File: src/design/ctr_pkg.sv
// Constants, field layouts and types for the tag refresh pointer and index logic.
// Assumes one clock domain and register transfers addressed by register number.
// Behaviour
// - Refresh pointer holds backup and primary rows.
// - Pointer write refreshes both stores together.
// - Auto refresh increments each pointer after refresh.
// - 32 primary, 256 backup refreshes cover all.
// - Manual mode changes pointers only by write.
// - Manual mode refreshes only explicitly accessed rows.
// - Manual mode indexes tag stores from pointer.
// - Pointer unused bits read zero, written zero.
// - Primary refresh covers that row in both banks.
// - Backup access uses index rows 16:9, column 8:6.
// - Primary access uses column 10:9, row 8:4.
// - Index read whole, write changes bits 16:4.
// - Index bits outside views read zero.
package ctr_pkg;
    // ------------------------------------------------------------
    // Register numbers
    // ------------------------------------------------------------
    localparam logic [7:0] CTR_XPR_BTAG = 8'h71;
    localparam logic [7:0] CTR_XPR_PBANK1 = 8'h72;
    localparam logic [7:0] CTR_XPR_PBANK2 = 8'h73;
    localparam logic [7:0] CTR_XPR_RFR = 8'h74;
    localparam logic [7:0] CTR_XPR_IDX = 8'h75;
    // ------------------------------------------------------------
    // Field layouts
    // ------------------------------------------------------------
    localparam int CTR_BTAG_ROW_W = 8;
    localparam int CTR_PTAG_ROW_W = 5;
    localparam int CTR_BTAG_COL_W = 3;
    localparam int CTR_PTAG_COL_W = 2;
    localparam int CTR_IDX_W = 13;
    localparam int CTR_RFR_BTAG_MSB = 16;
    localparam int CTR_RFR_BTAG_LSB = 9;
    localparam int CTR_RFR_PTAG_MSB = 8;
    localparam int CTR_RFR_PTAG_LSB = 4;
    localparam int CTR_IDX_MSB = 16;
    localparam int CTR_IDX_LSB = 4;
    localparam int CTR_IDX_BROW_MSB = 16;
    localparam int CTR_IDX_BROW_LSB = 9;
    localparam int CTR_IDX_BCOL_MSB = 8;
    localparam int CTR_IDX_BCOL_LSB = 6;
    localparam int CTR_IDX_PCOL_MSB = 10;
    localparam int CTR_IDX_PCOL_LSB = 9;
    localparam int CTR_IDX_PROW_MSB = 8;
    localparam int CTR_IDX_PROW_LSB = 4;
    // ------------------------------------------------------------
    // Values after reset and counts
    // ------------------------------------------------------------
    localparam logic [CTR_BTAG_ROW_W-1:0] CTR_BTAG_PTR_RST = 8'h00;
    localparam logic [CTR_PTAG_ROW_W-1:0] CTR_PTAG_PTR_RST = 5'h00;
    localparam logic [CTR_IDX_W-1:0] CTR_IDX_RST = 13'h0000;
    localparam logic [CTR_BTAG_ROW_W-1:0] CTR_BTAG_ROW_MAX = 8'hFF;
    localparam logic [CTR_PTAG_ROW_W-1:0] CTR_PTAG_ROW_MAX = 5'h1F;
    localparam logic [1:0] CTR_PBANK_BOTH = 2'h3;
    localparam logic [1:0] CTR_PBANK_NONE = 2'h0;
    // ------------------------------------------------------------
    // Types
    // ------------------------------------------------------------
    typedef enum logic [1:0] {
        CTR_SEL_BTAG,
        CTR_SEL_PBANK1,
        CTR_SEL_PBANK2,
        CTR_SEL_NONE
    } ctr_tag_sel_type;
endpackage : ctr_pkg

File: src/design/ctr_core_if.sv
// Carrier between the top and its pointer and index leaves.
// Assumes all three modules share mclk_in and rst_in.
`timescale 1ns/1ps
interface ctr_core_if;
    import ctr_pkg::*;
    logic ptr_load;
    logic [CTR_BTAG_ROW_W-1:0] ptr_load_btag;
    logic [CTR_PTAG_ROW_W-1:0] ptr_load_ptag;
    logic ptr_inc;
    logic [CTR_BTAG_ROW_W-1:0] ptr_btag;
    logic [CTR_PTAG_ROW_W-1:0] ptr_ptag;
    logic idx_load;
    logic [CTR_IDX_W-1:0] idx_wdata;
    logic [CTR_IDX_W-1:0] idx_value;
    modport ptr_mp (
        input ptr_load, ptr_load_btag, ptr_load_ptag, ptr_inc,
        output ptr_btag, ptr_ptag
    );
    modport idx_mp (
        input idx_load, idx_wdata,
        output idx_value
    );
endinterface : ctr_core_if

File: src/design/ctr_refresh_ptr.sv
// Refresh row pointers for the backup store and the primary copy.
// Assumes load and increment come from the top, never both at once.
`timescale 1ns/1ps
module ctr_refresh_ptr (
    input wire logic mclk_in,
    input wire logic rst_in,
    ctr_core_if.ptr_mp ptr_port
);
    import ctr_pkg::*;
    logic [CTR_BTAG_ROW_W-1:0] btag_ptr_reg, btag_ptr_next;
    logic [CTR_PTAG_ROW_W-1:0] ptag_ptr_reg, ptag_ptr_next;
    // ------------------------------------------------------------
    // Pointer update
    // ------------------------------------------------------------
    // Natural width overflow gives the wrap, so no compare is needed
    always_comb begin
        btag_ptr_next = btag_ptr_reg;
        ptag_ptr_next = ptag_ptr_reg;
        if (ptr_port.ptr_load) begin
            btag_ptr_next = ptr_port.ptr_load_btag;
            ptag_ptr_next = ptr_port.ptr_load_ptag;
        end else if (ptr_port.ptr_inc) begin
            btag_ptr_next = btag_ptr_reg + 8'h01;
            ptag_ptr_next = ptag_ptr_reg + 5'h01;
        end
    end
    // Registers
    always_ff @(posedge mclk_in or posedge rst_in) begin
        if (rst_in) begin
            btag_ptr_reg <= CTR_BTAG_PTR_RST;
            ptag_ptr_reg <= CTR_PTAG_PTR_RST;
        end else begin
            btag_ptr_reg <= btag_ptr_next;
            ptag_ptr_reg <= ptag_ptr_next;
        end
    end
    assign ptr_port.ptr_btag = btag_ptr_reg;
    assign ptr_port.ptr_ptag = ptag_ptr_reg;
endmodule : ctr_refresh_ptr

File: src/design/ctr_index_reg.sv
// Tag access index register, only bits 16:4 are stored.
// Assumes the top masks the write data down to those bits.
`timescale 1ns/1ps
module ctr_index_reg (
    input wire logic mclk_in,
    input wire logic rst_in,
    ctr_core_if.idx_mp idx_port
);
    import ctr_pkg::*;
    logic [CTR_IDX_W-1:0] idx_reg, idx_next;
    // ------------------------------------------------------------
    // Index update
    // ------------------------------------------------------------
    // Unstored bits cannot be written at all, which keeps them zero
    always_comb begin
        idx_next = idx_reg;
        if (idx_port.idx_load) begin
            idx_next = idx_port.idx_wdata;
        end
    end
    // Registers
    always_ff @(posedge mclk_in or posedge rst_in) begin
        if (rst_in) begin
            idx_reg <= CTR_IDX_RST;
        end else begin
            idx_reg <= idx_next;
        end
    end
    assign idx_port.idx_value = idx_reg;
endmodule : ctr_index_reg

File: src/design/ctr_top.sv
// Top of the tag refresh pointer and index logic.
// Assumes register transfers arrive as one-cycle strobes on mclk_in, and
// that the cache control refresh enable bit is mirrored on auto_refresh_en_in.
`timescale 1ns/1ps
module ctr_top (
    input wire logic mclk_in,
    input wire logic rst_in,
    input wire logic xpr_valid_in,
    input wire logic xpr_write_in,
    input wire logic [7:0] xpr_addr_in,
    input wire logic [31:0] xpr_wdata_in,
    input wire logic auto_refresh_en_in,
    input wire logic refresh_tick_in,
    input wire logic normal_access_in,
    input wire logic [ctr_pkg::CTR_BTAG_ROW_W-1:0] normal_btag_row_in,
    input wire logic [ctr_pkg::CTR_PTAG_ROW_W-1:0] normal_ptag_row_in,
    output logic xpr_ack_out,
    output logic [31:0] xpr_rdata_out,
    output logic refresh_btag_out,
    output logic [1:0] refresh_ptag_banks_out,
    output logic [ctr_pkg::CTR_BTAG_ROW_W-1:0] refresh_btag_row_out,
    output logic [ctr_pkg::CTR_PTAG_ROW_W-1:0] refresh_ptag_row_out,
    output logic tag_access_out,
    output logic tag_write_out,
    output ctr_pkg::ctr_tag_sel_type tag_sel_out,
    output logic [ctr_pkg::CTR_BTAG_ROW_W-1:0] tag_btag_row_out,
    output logic [ctr_pkg::CTR_BTAG_COL_W-1:0] tag_btag_col_out,
    output logic [ctr_pkg::CTR_PTAG_ROW_W-1:0] tag_ptag_row_out,
    output logic [ctr_pkg::CTR_PTAG_COL_W-1:0] tag_ptag_col_out
);
    import ctr_pkg::*;

    // ------------------------------------------------------------
    // Leaves
    // ------------------------------------------------------------
    ctr_core_if core_if ();

    ctr_refresh_ptr u_ptr (
        .mclk_in(mclk_in),
        .rst_in(rst_in),
        .ptr_port(core_if.ptr_mp)
    );

    ctr_index_reg u_idx (
        .mclk_in(mclk_in),
        .rst_in(rst_in),
        .idx_port(core_if.idx_mp)
    );

    // ------------------------------------------------------------
    // Decode
    // ------------------------------------------------------------
    logic req_rd, req_wr;
    logic hit_rfr, hit_idx, hit_btag, hit_p1, hit_p2, hit_tag;
    logic [31:0] rfr_word, idx_word;

    // Register number decode and read views of both registers
    always_comb begin
        req_rd = xpr_valid_in && !xpr_write_in;
        req_wr = xpr_valid_in && xpr_write_in;
        hit_rfr = xpr_addr_in == CTR_XPR_RFR;
        hit_idx = xpr_addr_in == CTR_XPR_IDX;
        hit_btag = xpr_addr_in == CTR_XPR_BTAG;
        hit_p1 = xpr_addr_in == CTR_XPR_PBANK1;
        hit_p2 = xpr_addr_in == CTR_XPR_PBANK2;
        hit_tag = hit_btag || hit_p1 || hit_p2;
        rfr_word = {15'h0000, core_if.ptr_btag, core_if.ptr_ptag, 4'h0};
        idx_word = {15'h0000, core_if.idx_value, 4'h0};
    end

    // Leaf controls; a pointer write overrides a refresh tick in that cycle.
    // Pointer access with auto refresh on is left to software to avoid.
    assign core_if.ptr_load = req_wr && hit_rfr;
    assign core_if.ptr_load_btag = xpr_wdata_in[CTR_RFR_BTAG_MSB:CTR_RFR_BTAG_LSB];
    assign core_if.ptr_load_ptag = xpr_wdata_in[CTR_RFR_PTAG_MSB:CTR_RFR_PTAG_LSB];
    assign core_if.ptr_inc = auto_refresh_en_in && refresh_tick_in && !core_if.ptr_load;
    assign core_if.idx_load = req_wr && hit_idx;
    assign core_if.idx_wdata = xpr_wdata_in[CTR_IDX_MSB:CTR_IDX_LSB];

    // ------------------------------------------------------------
    // Output state
    // ------------------------------------------------------------
    logic xpr_ack_reg, xpr_ack_next;
    logic [31:0] xpr_rdata_reg, xpr_rdata_next;
    logic rf_btag_reg, rf_btag_next;
    logic [1:0] rf_pbanks_reg, rf_pbanks_next;
    logic [CTR_BTAG_ROW_W-1:0] rf_brow_reg, rf_brow_next;
    logic [CTR_PTAG_ROW_W-1:0] rf_prow_reg, rf_prow_next;
    logic ta_reg, ta_next;
    logic ta_wr_reg, ta_wr_next;
    ctr_tag_sel_type ta_sel_reg, ta_sel_next;
    logic [CTR_BTAG_ROW_W-1:0] ta_brow_reg, ta_brow_next;
    logic [CTR_BTAG_COL_W-1:0] ta_bcol_reg, ta_bcol_next;
    logic [CTR_PTAG_ROW_W-1:0] ta_prow_reg, ta_prow_next;
    logic [CTR_PTAG_COL_W-1:0] ta_pcol_reg, ta_pcol_next;

    // Answer, refresh strobes and tag access indices
    always_comb begin
        xpr_ack_next = xpr_valid_in;
        xpr_rdata_next = 32'h0000_0000;
        if (req_rd && hit_rfr) begin
            xpr_rdata_next = rfr_word;
        end else if (req_rd && hit_idx) begin
            xpr_rdata_next = idx_word;
        end
        // Columns always come from the index; rows switch to the pointer when auto is off
        ta_next = xpr_valid_in && hit_tag;
        ta_wr_next = xpr_valid_in && hit_tag && xpr_write_in;
        ta_sel_next = CTR_SEL_NONE;
        if (hit_btag) begin
            ta_sel_next = CTR_SEL_BTAG;
        end else if (hit_p1) begin
            ta_sel_next = CTR_SEL_PBANK1;
        end else if (hit_p2) begin
            ta_sel_next = CTR_SEL_PBANK2;
        end
        ta_bcol_next = idx_word[CTR_IDX_BCOL_MSB:CTR_IDX_BCOL_LSB];
        ta_pcol_next = idx_word[CTR_IDX_PCOL_MSB:CTR_IDX_PCOL_LSB];
        if (auto_refresh_en_in) begin
            ta_brow_next = idx_word[CTR_IDX_BROW_MSB:CTR_IDX_BROW_LSB];
            ta_prow_next = idx_word[CTR_IDX_PROW_MSB:CTR_IDX_PROW_LSB];
        end else begin
            ta_brow_next = core_if.ptr_btag;
            ta_prow_next = core_if.ptr_ptag;
        end
        // Refresh sources in priority order; a primary refresh always hits both banks
        rf_btag_next = 1'b0;
        rf_pbanks_next = CTR_PBANK_NONE;
        rf_brow_next = rf_brow_reg;
        rf_prow_next = rf_prow_reg;
        if (core_if.ptr_load) begin
            rf_btag_next = 1'b1;
            rf_pbanks_next = CTR_PBANK_BOTH;
            rf_brow_next = core_if.ptr_load_btag;
            rf_prow_next = core_if.ptr_load_ptag;
        end else if (auto_refresh_en_in && refresh_tick_in) begin
            rf_btag_next = 1'b1;
            rf_pbanks_next = CTR_PBANK_BOTH;
            rf_brow_next = core_if.ptr_btag;
            rf_prow_next = core_if.ptr_ptag;
        end else if (!auto_refresh_en_in && xpr_valid_in && hit_tag) begin
            rf_btag_next = hit_btag;
            rf_pbanks_next = hit_btag ? CTR_PBANK_NONE : CTR_PBANK_BOTH;
            rf_brow_next = ta_brow_next;
            rf_prow_next = ta_prow_next;
        end else if (!auto_refresh_en_in && normal_access_in) begin
            rf_btag_next = 1'b1;
            rf_pbanks_next = CTR_PBANK_BOTH;
            rf_brow_next = normal_btag_row_in;
            rf_prow_next = normal_ptag_row_in;
        end
    end

    // Registers; every output comes straight from here
    always_ff @(posedge mclk_in or posedge rst_in) begin
        if (rst_in) begin
            xpr_ack_reg <= 1'b0;
            xpr_rdata_reg <= 32'h0000_0000;
            rf_btag_reg <= 1'b0;
            rf_pbanks_reg <= CTR_PBANK_NONE;
            rf_brow_reg <= CTR_BTAG_PTR_RST;
            rf_prow_reg <= CTR_PTAG_PTR_RST;
            ta_reg <= 1'b0;
            ta_wr_reg <= 1'b0;
            ta_sel_reg <= CTR_SEL_NONE;
            ta_brow_reg <= CTR_BTAG_PTR_RST;
            ta_bcol_reg <= 3'h0;
            ta_prow_reg <= CTR_PTAG_PTR_RST;
            ta_pcol_reg <= 2'h0;
        end else begin
            xpr_ack_reg <= xpr_ack_next;
            xpr_rdata_reg <= xpr_rdata_next;
            rf_btag_reg <= rf_btag_next;
            rf_pbanks_reg <= rf_pbanks_next;
            rf_brow_reg <= rf_brow_next;
            rf_prow_reg <= rf_prow_next;
            ta_reg <= ta_next;
            ta_wr_reg <= ta_wr_next;
            ta_sel_reg <= ta_sel_next;
            ta_brow_reg <= ta_brow_next;
            ta_bcol_reg <= ta_bcol_next;
            ta_prow_reg <= ta_prow_next;
            ta_pcol_reg <= ta_pcol_next;
        end
    end

    assign xpr_ack_out = xpr_ack_reg;
    assign xpr_rdata_out = xpr_rdata_reg;
    assign refresh_btag_out = rf_btag_reg;
    assign refresh_ptag_banks_out = rf_pbanks_reg;
    assign refresh_btag_row_out = rf_brow_reg;
    assign refresh_ptag_row_out = rf_prow_reg;
    assign tag_access_out = ta_reg;
    assign tag_write_out = ta_wr_reg;
    assign tag_sel_out = ta_sel_reg;
    assign tag_btag_row_out = ta_brow_reg;
    assign tag_btag_col_out = ta_bcol_reg;
    assign tag_ptag_row_out = ta_prow_reg;
    assign tag_ptag_col_out = ta_pcol_reg;
endmodule : ctr_top

File: config.mk
export PLATFORM = sky130hd
export DESIGN_NAME = ctr_top
export DESIGN_NICKNAME = d
export VERILOG_FILES = /design/src/design/ctr_pkg.sv /design/src/design/ctr_core_if.sv /design/src/design/ctr_refresh_ptr.sv /design/src/design/ctr_index_reg.sv /design/src/design/ctr_top.sv
export SDC_FILE = /design/constraint.sdc
export NUM_CORES = 1
export LEC_CHECK = 0
export BUFFER_PORTS_ARGS = -buffer_cell sky130_fd_sc_hd__buf_4
export CAP_MARGIN = 20
export CORE_MARGIN = 2
export CORE_UTILIZATION = 53
export CTS_CLUSTER_SIZE = 40
export DETAILED_ROUTE_END_ITERATION = 16
export GPL_TIMING_DRIVEN = 0
export PLACE_DENSITY = 0.95
export SLEW_MARGIN = 10
export SYNTH_ARGS = -nofsm -noshare
export SYNTH_HDL_FRONTEND = slang
export SYNTH_SLANG_ARGS = --single-unit
File: constraint.sdc
create_clock -name mclk_in -period 2.98 [get_ports mclk_in]
set_input_delay 0 -clock mclk_in [delete_from_list [all_inputs] [get_ports mclk_in]]
set_output_delay 0 -clock mclk_in [all_outputs]
set_load 0.01 [all_outputs]
==> out/summary.txt, run 1 <==
DRT
---------------------------------------------------------------------------------
First DRT Iteration DRCs ...........................................          263
Aggregate routed wire length .......................................      9380 um
Metal2 WL ..........................................................      4950 um
Top Metal Used .....................................................         met4
Number of optimization iterations in the first detailed-route pass .            5
Average wire per standard cell .....................................      18.1 um
Met3 WL post-DR ....................................................       680 um
Count of vias placed by the detailed router ........................         2977
DRC ................................................................            0
M1 wire length .....................................................      3500 um
Remaining antenna violation count ..................................            0
Number of vias per cell after detailed routing .....................         5.75

YOSYS
---------------------------------------------------------------------------------
Synthesized instance count .........................................          293
Count of state elements after synthesis ............................           77
Area share of xor/xnor cells in the synthesized design .............       0.0275
Post-synth top area share ..........................................        0.536
Number of enable-type register cells in the synthesized netlist ....            0
Dominant combinational cell family by area after synthesis ......... compound AO/OA/AOI/OAI gates
Synthesis warning total ............................................            0
Adder-cell area share of the yosys netlist .........................      0.00715
Synth unique cells .................................................           38
Ys flop type ....................................................... sky130_fd_sc_hd__dfrtp_1
Seq/Total Area, Yosys ..............................................        0.552
Synthesized area divided by synthesized cell count .................    11.9 um^2
Netlist area before placement ......................................    3500 um^2
Mux cell area share after synthesis ................................       0.0894
Fraction of the mapped netlist area in simple logic gates ..........        0.104
Compound-Gate Fraction of Synth Area ...............................        0.148
Largest cells by area after synthesis .............................. sky130_fd_sc_hd__dfrtp_1, sky130_fd_sc_hd__mux2_2, sky130_fd_sc_hd__buf_4, sky130_fd_sc_hd__o21ai_0, sky130_fd_sc_hd__a211oi_2
Share of synthesized flip-flops with an asynchronous set or reset ..         1.00
Leading area contributor after synthesis ........................... sky130_fd_sc_hd__dfrtp_1

CRITICAL PATH
---------------------------------------------------------------------------------
Startpoint class of the critical path ..............................    input pin
Critical path start-end classification .............................    in -> reg
WP data arrival ....................................................      2.44 ns
Crit-path cells .................................................... dlygate4sd3_1 > buf_4 > or4bb_2 > nor4_4 > clkbuf_1 > o21ai_0
Instance count on the critical path ................................            6
Data required time at the worst endpoint ...........................      3.19 ns
Register-to-register setup slack ...................................      1.49 ns
Crit path max-delay family ......................................... buffers and inverters
Largest driver fanout on the critical path .........................           10
Beginning of the worst register-to-register path ................... u_ptr.ptr_port.ptr_btag[0]
Max stage delay on crit path .......................................      0.59 ns
Master of the slowest instance on the critical path ................ sky130_fd_sc_hd__or4bb_2
Number of buffers and inverters on the critical path ...............            3
Capturing element type of the critical path ........................    flip-flop
Cells on worst reg2reg path ........................................            4
Worst reg2reg endpoint ............................................. u_ptr.ptr_port.ptr_btag[7]

STATUS
---------------------------------------------------------------------------------
Status .............................................................    completed

GLOBAL ROUTING
---------------------------------------------------------------------------------
Gr usage total .....................................................        0.267
Total congestion overflow after global routing .....................            0
Initial antenna violation count ....................................            0
Maximum number of pins on one net before global-route repair .......           58
Global-route wire length before repair .............................     14900 um
Vias in the first global route .....................................         3049

FLOW RUN
---------------------------------------------------------------------------------
Max-cap check violation count ......................................            0

POWER
---------------------------------------------------------------------------------
Int Power ..........................................................    0.00200 W
Portion of total power attributed to sequential cells ..............        0.483
PwrDens ............................................................  594 nW/um^2
IR drop worst, VDD .................................................     0.450 mV
Clock share of power ...............................................        0.308
Leakage power of the design ........................................      2.36 nW
Portion of total power attributed to combinational logic ...........        0.209
Switching power as a share of total power ..........................        0.300
Net switching power of the design ..................................   0.000859 W

PLACED DESIGN
---------------------------------------------------------------------------------
Final GP Congestion ................................................        0.876
Post-DP HPWL .......................................................      6230 um
Number of I/O port buffers .........................................           92
Cell area reported after detailed placement ........................    4380 um^2

DIE
---------------------------------------------------------------------------------
Top-Level Pins .....................................................          131
Starting density of the core .......................................        0.551
Standard cell core area ............................................    6350 um^2
Die footprint ......................................................    7270 um^2
Row count ..........................................................           29
X dimension of the die .............................................      85.2 um
Die H ..............................................................      85.2 um

CLOCKING
---------------------------------------------------------------------------------
CTS sink cnt .......................................................           77
Master cell of the clock root buffer ............................... sky130_fd_sc_hd__clkbuf_8
Total number of H-tree levels ......................................            3
Worst-path clk slew ................................................      0.09 ns
Deepest clock path buffer count ....................................            2
Source-to-sink clock delay at the later pin of the worst-skew pair .      0.36 ns
TritonCTS clock tree ...............................................        built
Number of buffers added by the clock tree synthesis step ...........            9
Post-CTS setup buffer count ........................................            0

TIMING
---------------------------------------------------------------------------------
Headroom to the max-slew limit .....................................        0.519
Worst-margin pin slew ..............................................     0.721 ns
Highest Clock Rate .................................................    0.448 GHz
Hold Vio Cnt, Final ................................................            0
Endpoints failing setup ............................................            0
Sum of negative setup slack ........................................         0 ns
Maximum clock skew at final layout .................................    0.0119 ns
RSZ-0062 raised after global routing ...............................           no
Final clock period utilization by the worst path ...................        0.748
Max Transition Viols Final .........................................            0
Post-layout minimum cycle time .....................................      2.23 ns

LAYOUT
---------------------------------------------------------------------------------
Area of the multi-input gates ......................................    1390 um^2
Core Util, Final ...................................................        0.758
Total number of nets in the final design ...........................          498
Summed area of non-filler cells in the final layout ................    4820 um^2
Number of filler instances in the final layout .....................          402
Fraction of layout instances using a drive strength above 1 ........        0.426
FF/Latch Area ......................................................    1930 um^2
Area added between synthesis and finish ............................        37.7%
Diodes inserted ....................................................            0

WORST HOLD PATH
---------------------------------------------------------------------------------
Class of the worst hold path .......................................    in -> reg
Source of the worst hold timing path ............................... xpr_addr_in[3]
Hold Path End ...................................................... tag_access_out
Hold-critical path depth ...........................................            3

## synthesized netlist by cell type (6+ instances only)
cell type / count
sky130_fd_sc_hd__dfrtp_1: 75
sky130_fd_sc_hd__o21ai_0: 28
sky130_fd_sc_hd__mux2_2: 26
sky130_fd_sc_hd__nand2_1: 24
sky130_fd_sc_hd__buf_4: 21
sky130_fd_sc_hd__o21ai_1: 14
sky130_fd_sc_hd__a22o_1: 13
sky130_fd_sc_hd__a211oi_2: 11
sky130_fd_sc_hd__and3_1: 10
sky130_fd_sc_hd__nor2_1: 9
sky130_fd_sc_hd__clkbuf_1: 6
sky130_fd_sc_hd__xor2_1: 6
## cells by family (layout without fill, tap and decap cells)
logic type	Yosys count	after routing
flip-flops	77	77
AO/OA/AOI/OAI	73	73
AND/OR/NAND/NOR	65	65
buffers and inverters	36	166
multiplexers	28	28
XOR/XNOR	11	11
adder cells (fa/ha/maj)	2	2
other	1	19
## cell type report
class,count,share of cell area
sequential,77,0.401
multi-input combinational,198,0.288
timing repair buffer,114,0.193
buffer,34,0.0499
clock buffer,9,0.0257
clock inverter,7,0.0205
tap,77,0.0200
inverter,2,0.00208
## power groups by stage
stage | logic (W) | clock network [W] | registers, W
after floorplan | 0.000297 | 0 | 0.00139
after global placement | 0.000537 | 0 | 0.00138
after detailed placement | 0.000568 | 0 | 0.00139
after CTS | 0.000593 | 0.000883 | 0.00137
after global routing | 0.000653 | 0.000934 | 0.00140
final | 0.000599 | 0.000881 | 0.00138
## per-stage QoR
step,hold slack (ns),setup slack [ns],power (W),cells
6_report,0.0387,0.750,0.00286,518
5_1_grt,0.0439,0.692,0.00299,518
2_1_floorplan,0.0314,1.02,0.00168,311
4_1_cts,0.0182,0.828,0.00285,518
3_5_place_dp,-0.0267,0.902,0.00196,481
3_3_place_gp,0.126,0.235,0.00192,480
## layout by cell type (no fill, tap or decap), types with 11 or more instances in the layout
master                            n
sky130_fd_sc_hd__o21ai_0         28
sky130_fd_sc_hd__a22o_1          13
sky130_fd_sc_hd__o21ai_1         14
sky130_fd_sc_hd__conb_1          19
sky130_fd_sc_hd__mux2_2          26
sky130_fd_sc_hd__a211oi_2        11
sky130_fd_sc_hd__nand2_1         24
sky130_fd_sc_hd__dfrtp_1         75
sky130_fd_sc_hd__buf_4          113
sky130_fd_sc_hd__dlygate4sd3_1   21
## worst max-delay path by stage
stage | slack [ns] | end | start
after floorplan | 1.02 | refresh_btag_out | rst_in
after global placement | 0.23 | tag_btag_col_out[0] | rst_in
after detailed placement | 0.90 | u_ptr.ptr_port.ptr_btag[4] | xpr_addr_in[3]
after CTS | 0.83 | u_ptr.ptr_port.ptr_btag[4] | xpr_write_in
after global routing | 0.69 | u_ptr.ptr_port.ptr_btag[4] | xpr_write_in
final | 0.75 | u_ptr.ptr_port.ptr_btag[3] | xpr_write_in
## registers in the layout, indices dropped and copies added, names as in the netlist, 2 cells and up
| signal | count |
|---|---|
| refresh_btag_row_out | 8 |
| refresh_ptag_row_out | 5 |
| tag_btag_col_out | 3 |
| tag_btag_row_out | 8 |
| tag_ptag_col_out | 2 |
| tag_ptag_row_out | 5 |
| tag_sel_out | 2 |
| u_idx.idx_port.idx_value | 13 |
| u_ptr.ptr_port.ptr_btag | 8 |
| u_ptr.ptr_port.ptr_ptag | 5 |
| xpr_rdata_out | 13 |
## timing repair
action	4_1_cts	5_1_grt
resized for setup	0	0
hold endpoints to repair	120	0
hold buffers	21	0
## tightest hold or removal path, stage by stage
cell                     delay [ns]
sky130_fd_sc_hd__buf_4         0.08
sky130_fd_sc_hd__or3b_4        0.13
sky130_fd_sc_hd__nor3_1        0.12
## metal layers
| metal | GRT usage | vias up |
|---|---|---|
| met1 | 0.308 | 1477 |
| met5 | 0 | - |
| li1 | - | 1298 |
| met4 | 0.123 | 0 |
| met3 | 0.0671 | 29 |
| met2 | 0.467 | 173 |
Note: power is estimated with default switching activity, not from simulation.
==> run 2: changes to the inputs <==
Settings changed: ABC_AREA set to 1, CORE_UTILIZATION 53 to 50, PLACE_DENSITY 0.95 to 0.9.
Clock period 2.98 ns to 2.3 ns, I/O delays scaled along.
==> run 2 against run 1 <==
The run now ends with negative hold slack left. Synthesized cell count rose by 43%. Register-to-register slack got worse by 0.63 ns. Cell count rose by 29%. Worst setup slack got worse by 0.57 ns. Flip-flop and latch count did not move. Critical path type unchanged. Critical endpoint is now tag_write_out. Largest power group unchanged.
==> out/summary.txt, run 2 <==
YOSYS
---------------------------------------------------------------------------------
Seq/Total Area, Yosys ..............................................        0.514
Number of enable-type register cells in the synthesized netlist ....            0
Leading area contributor after synthesis ........................... sky130_fd_sc_hd__dfrtp_1
Synthesis warning total ............................................            0
Post-synth top area share ..........................................        0.500
Synthesized instance count .........................................          419
Netlist area before placement ......................................    3750 um^2
Share of synthesized flip-flops with an asynchronous set or reset ..         1.00
Synth unique cells .................................................           37
Most common cell in the netlist .................................... sky130_fd_sc_hd__dfrtp_1
Synthesized area divided by synthesized cell count .................    8.96 um^2
Ys flop type ....................................................... sky130_fd_sc_hd__dfrtp_1
Most numerous cell types in the synthesized netlist ................ sky130_fd_sc_hd__dfrtp_1, sky130_fd_sc_hd__inv_1, sky130_fd_sc_hd__nand2_1
Count of state elements after synthesis ............................           77
Largest cells by area after synthesis .............................. sky130_fd_sc_hd__dfrtp_1, sky130_fd_sc_hd__inv_1, sky130_fd_sc_hd__nand2_1, sky130_fd_sc_hd__nand3_1, sky130_fd_sc_hd__buf_4

POWER
---------------------------------------------------------------------------------
IR drop worst, VDD .................................................     0.289 mV
PwrDens ............................................................  709 nW/um^2
Leakage power of the design ........................................      2.62 nW

DRT
---------------------------------------------------------------------------------
Count of vias placed by the detailed router ........................         3423
Average wire per standard cell .....................................      15.0 um
Number of optimization iterations in the first detailed-route pass .            5
DRC ................................................................            0
Aggregate routed wire length .......................................     10000 um
Remaining antenna violation count ..................................            0
First DRT Iteration DRCs ...........................................          335
Number of vias per cell after detailed routing .....................         5.12

CLOCKING
---------------------------------------------------------------------------------
TritonCTS clock tree ...............................................        built
Worst-path clk slew ................................................      0.09 ns
Post-CTS setup buffer count ........................................            0
Master cell of the clock root buffer ............................... sky130_fd_sc_hd__clkbuf_8
Resized Gates After CTS ............................................            0
Source-to-sink clock delay at the later pin of the worst-skew pair .      0.37 ns
Number of buffers added by the clock tree synthesis step ...........            9
CTS sink cnt .......................................................           77
Hold buffers post-CTS ..............................................           23
Deepest clock path buffer count ....................................            2
Total number of H-tree levels ......................................            3

FLOW RUN
---------------------------------------------------------------------------------
Max-cap check violation count ......................................            0

TIMING
---------------------------------------------------------------------------------
Highest Clock Rate .................................................    0.471 GHz
RSZ-0062 raised after global routing ...............................           no
Worst Hold Slack ...................................................  -0.00884 ns
Endpoints failing setup ............................................            0
Post-layout minimum cycle time .....................................      2.12 ns
Final clock period utilization by the worst path ...................        0.924
Max Transition Viols Final .........................................            0
Final Worst Setup Slack ............................................     0.176 ns
Maximum clock skew at final layout .................................    0.0133 ns
Hold Vio Cnt, Final ................................................            2

CRITICAL PATH
---------------------------------------------------------------------------------
Data required time at the worst endpoint ...........................      2.60 ns
Critical path start-end classification .............................    in -> reg
Startpoint class of the critical path ..............................    input pin
Capturing element type of the critical path ........................    flip-flop
Largest driver fanout on the critical path .........................            3
WP data arrival ....................................................      2.43 ns

GLOBAL ROUTING
---------------------------------------------------------------------------------
Total congestion overflow after global routing .....................            0
Maximum number of pins on one net before global-route repair .......           60
Vias in the first global route .....................................         3414
Global-route wire length before repair .............................     16500 um
Gr usage total .....................................................        0.254
Initial antenna violation count ....................................            0

STATUS
---------------------------------------------------------------------------------
Status ............................................................. finished, violations left
Violations in the final reports .................................... negative hold slack

LAYOUT
---------------------------------------------------------------------------------
Total number of nets in the final design ...........................          625
Top library cells by usage in the layout, fill and taps aside ...... sky130_fd_sc_hd__buf_4, sky130_fd_sc_hd__dfrtp_1, sky130_fd_sc_hd__inv_1
Summed area of non-filler cells in the final layout ................    5080 um^2
Area added between synthesis and finish ............................        35.4%
Fraction of layout instances using a drive strength above 1 ........        0.326
Most common cell after layout, fill and taps aside ................. sky130_fd_sc_hd__buf_4

PLACED DESIGN
---------------------------------------------------------------------------------
Final GP Congestion ................................................        0.953
Dpl ws .............................................................     0.909 ns
Number of I/O port buffers .........................................           91
Post-DP HPWL .......................................................      6760 um
Cell area reported after detailed placement ........................    4660 um^2

DIE
---------------------------------------------------------------------------------
Row count ..........................................................           31
Die footprint ......................................................    8220 um^2
Top-Level Pins .....................................................          131
Starting density of the core .......................................        0.518
Standard cell core area ............................................    7250 um^2
X dimension of the die .............................................      90.7 um
Die H ..............................................................      90.7 um

WORST HOLD PATH
---------------------------------------------------------------------------------
Class of the worst hold path .......................................    in -> reg

run 2: cell types whose count changed after synthesis, sizes merged, moves of 12 or more:
cell    change
nor2       +45
inv        +67
and3       -13
a21oi      +12
nand2      +39
nand3      +34
o21ai      -15
a22o       -13
mux2       -26
a211oi     -13
run 2: through the flow:
stage               total power [W]  hold WS [ns]  cells  utilization  TNS [ns]
floorplan                   0.00220        0.0314    437            -         0
global placement            0.00251         0.129    627        0.638    -27.28
detailed placement          0.00256       -0.0283    628        0.642         0
CTS                         0.00356       0.00404    667        0.701         0
global route                0.00375        0.0113    667        0.701         0
finish                      0.00360      -0.00884    668        0.701         0
run 2: cell families (layout without fill, tap and decap cells):
logic type,count (synthesis),count (layout),share of synthesized area
AOI/OAI and AO/OA,66,66,0.115
xor gates and xnor gates,9,9,0.0210
adders and majority gates,2,2,0.00666
buffers and inverters,104,235,0.133
DFF,77,77,0.514
other,1,20,0.000999
and+or+nand+nor,160,160,0.210
run 2: report_power, final:
group          total, W  internal [W]  switching (W)
Clock          0.000996      0.000417       0.000578
Sequential      0.00167       0.00154       0.000130
Combinational  0.000941      0.000415       0.000527
run 2: worst paths after layout:
check	cells past startpoint	start	end	slack, ns
min in group asynchronous	3	rst_in	refresh_btag_row_out[1]	0.14
hold / removal	3	xpr_wdata_in[15]	u_idx.idx_port.idx_value[11]	-0.009
setup reg to reg	6	u_ptr.ptr_port.ptr_btag[0]	u_ptr.ptr_port.ptr_btag[6]	0.86
setup / recovery	7	xpr_addr_in[3]	tag_write_out	0.18
max in group asynchronous	4	rst_in	u_ptr.ptr_port.ptr_btag[6]	1.59
hold reg to reg	0	u_idx.idx_port.idx_value[2]	tag_btag_col_out[0]	0.44
run 2: final cells by class:
type                       instances  area, um^2
clock inverter                     7        67.6
tap                               99         124
buffer                            35         236
multi-input combinational        256        1400
inverter                          69         264
sequential                        77        1930
timing repair buffer             115         941
antenna                            1        2.50
fill                             484        2170
clock buffer                       9         124
run 2: critical path, stage by stage:
cell and delay (ns):
sky130_fd_sc_hd__dlygate4sd3_1 0.54, sky130_fd_sc_hd__buf_4 0.14, sky130_fd_sc_hd__nor3_1 0.35, sky130_fd_sc_hd__dlygate4sd3_1 0.64
sky130_fd_sc_hd__nand2_1 0.09, sky130_fd_sc_hd__nor2_1 0.11, sky130_fd_sc_hd__dlygate4sd3_1 0.56
run 2: routing by layer:
| layer | track usage | share of wire | vias up |
|---|---|---|---|
| met4 | 0.136 | 0.041 | 0 |
| met2 | 0.426 | 0.49 | 214 |
| met5 | 0 | 0 | - |
| met3 | 0.0434 | 0.080 | 39 |
| li1 | - | - | 1583 |
| met1 | 0.313 | 0.39 | 1587 |
==> run 3: changes to the inputs <==
Settings changed: CORE_UTILIZATION 50 to 39, PLACE_DENSITY 0.9 to 0.75.
==> run 3 against run 2 <==
Critical endpoint unchanged. Flip-flop and latch count stayed put. Total power is 0.66% lower. Clock power is 0.6% lower. The run now ends clean. Critical path depth stayed put. Utilization is 15 points lower.
==> out/summary.txt, run 3 (synthesis gave the netlist of run 2 again) <==
DIE
---------------------------------------------------------------------------------
Die H ..............................................................       102 um
X dimension of the die .............................................       102 um
Die footprint ......................................................   10400 um^2
Top-Level Pins .....................................................          131
Standard cell core area ............................................    9280 um^2
Row count ..........................................................           35
Starting density of the core .......................................        0.404

LAYOUT
---------------------------------------------------------------------------------
Total number of nets in the final design ...........................          627
Most common cell after layout, fill and taps aside ................. sky130_fd_sc_hd__buf_4
Fraction of layout instances using a drive strength above 1 ........        0.325
FF/Latch Area ......................................................    1930 um^2
Number of filler instances in the final layout .....................          857
Diodes inserted ....................................................            0
Area of the multi-input gates ......................................    1400 um^2
Top library cells by usage in the layout, fill and taps aside ...... sky130_fd_sc_hd__buf_4, sky130_fd_sc_hd__dfrtp_1, sky130_fd_sc_hd__inv_1
Area added between synthesis and finish ............................        36.8%
Post-Layout Cell Count .............................................          699

CRITICAL PATH
---------------------------------------------------------------------------------
Data required time at the worst endpoint ...........................      2.61 ns
WP data arrival ....................................................      2.41 ns
Critical path start-end classification .............................    in -> reg
Capturing element type of the critical path ........................    flip-flop
Cells on worst reg2reg path ........................................            6
Startpoint class of the critical path ..............................    input pin
Largest driver fanout on the critical path .........................            3

TIMING
---------------------------------------------------------------------------------
Max Transition Viols Final .........................................            0
Post-layout minimum cycle time .....................................      2.10 ns
Worst Hold Slack ...................................................    0.0198 ns
Maximum clock skew at final layout .................................   0.00819 ns
Endpoints failing setup ............................................            0
Sum of negative setup slack ........................................         0 ns
Final clock period utilization by the worst path ...................        0.912
Highest Clock Rate .................................................    0.477 GHz
Hold Vio Cnt, Final ................................................            0
RSZ-0062 raised after global routing ...............................           no
Final Worst Setup Slack ............................................     0.203 ns

PLACED DESIGN
---------------------------------------------------------------------------------
Post-DP HPWL .......................................................      7340 um
Cell total after placement .........................................          658
Dpl ws .............................................................     0.890 ns
Number of I/O port buffers .........................................           91
Final GP Congestion ................................................        0.865

GLOBAL ROUTING
---------------------------------------------------------------------------------
Gr usage total .....................................................        0.200
Global-route wire length before repair .............................     16100 um
Initial antenna violation count ....................................            0
Maximum number of pins on one net before global-route repair .......           62
Vias in the first global route .....................................         3408
Total congestion overflow after global routing .....................            0

WORST HOLD PATH
---------------------------------------------------------------------------------
Class of the worst hold path .......................................    in -> reg
Hold-critical path depth ...........................................            5

CLOCKING
---------------------------------------------------------------------------------
Master cell of the clock root buffer ............................... sky130_fd_sc_hd__clkbuf_8
TritonCTS clock tree ...............................................        built
Number of buffers added by the clock tree synthesis step ...........            9
Post-CTS setup buffer count ........................................            0
Deepest clock path buffer count ....................................            2
CTS sink cnt .......................................................           77
Worst-path clk slew ................................................      0.09 ns
Source-to-sink clock delay at the later pin of the worst-skew pair .      0.37 ns
Total number of H-tree levels ......................................            3

FLOW RUN
---------------------------------------------------------------------------------
Max-cap check violation count ......................................            0

DRT
---------------------------------------------------------------------------------
Number of optimization iterations in the first detailed-route pass .            5
Aggregate routed wire length .......................................      9830 um
Top Metal Used .....................................................         met4
Count of vias placed by the detailed router ........................         3300
Average wire per standard cell .....................................      14.1 um
DRC ................................................................            0
M1 wire length .....................................................      3960 um
Met3 WL post-DR ....................................................       764 um
Remaining antenna violation count ..................................            0
Number of vias per cell after detailed routing .....................         4.72
Metal2 WL ..........................................................      4780 um
First DRT Iteration DRCs ...........................................          277

POWER
---------------------------------------------------------------------------------
PwrDens ............................................................  697 nW/um^2
IR drop worst, VDD .................................................     0.365 mV
Leakage power of the design ........................................      2.63 nW
Post-layout total power ............................................    0.00358 W

STATUS
---------------------------------------------------------------------------------
Status .............................................................    completed

## run 3: path summary, 6_finish.rpt
kind / slack [ns] / to / from
min in group asynchronous: 0.14 / tag_write_out / rst_in
max in group asynchronous: 1.61 / u_ptr.ptr_port.ptr_btag[4] / rst_in
setup / recovery: 0.20 / tag_write_out / xpr_addr_in[3]
hold reg to reg: 0.44 / tag_btag_col_out[2] / u_idx.idx_port.idx_value[4]
setup reg to reg: 0.87 / u_ptr.ptr_port.ptr_btag[7] / u_ptr.ptr_port.ptr_btag[2]
hold / removal: 0.02 / refresh_ptag_row_out[3] / normal_ptag_row_in[3]
## run 3: metrics by stage
stage                     utilization  area (um^2)
after floorplan                     -         3820
after global placement          0.503         4670
after detailed placement        0.506         4700
after CTS                       0.553         5130
after global routing            0.553         5130
final                           0.553         5130
## run 3: layout make-up
type / instances / area share
flip-flops and latches: 77 / 0.376
multi-input cells: 256 / 0.272
repair buffers: 117 / 0.187
inverters: 69 / 0.0514
plain buffers: 35 / 0.0461
well taps: 129 / 0.0314
clock buffers: 9 / 0.0241
clock inverters: 7 / 0.0124
## run 3: worst max-delay path, stage by stage
cell,delay (ns)
sky130_fd_sc_hd__dlygate4sd3_1,0.56
sky130_fd_sc_hd__buf_4,0.16
sky130_fd_sc_hd__nor3_1,0.37
sky130_fd_sc_hd__dlygate4sd3_1,0.61
sky130_fd_sc_hd__nand2_1,0.07
sky130_fd_sc_hd__nor2_1,0.09
sky130_fd_sc_hd__dlygate4sd3_1,0.55
## run 3: timing repair
item                      CTS  global route
hold buffers               25             0
resized for setup           0             0
hold endpoints to repair  103             0
## run 3: power breakdown
part	total [W]	switching (W)	internal, W
clock network	0.000990	0.000574	0.000416
logic	0.000919	0.000505	0.000413
registers	0.00167	0.000135	0.00154
total	0.00358	0.00121	0.00237
## run 3: per-layer routing
| metal | vias up | global-route usage |
|---|---|---|
| li1 | 1581 | - |
| met1 | 1536 | 0.247 |
| met2 | 153 | 0.325 |
| met3 | 30 | 0.0479 |
| met4 | 0 | 0.110 |
| met5 | - | 0 |
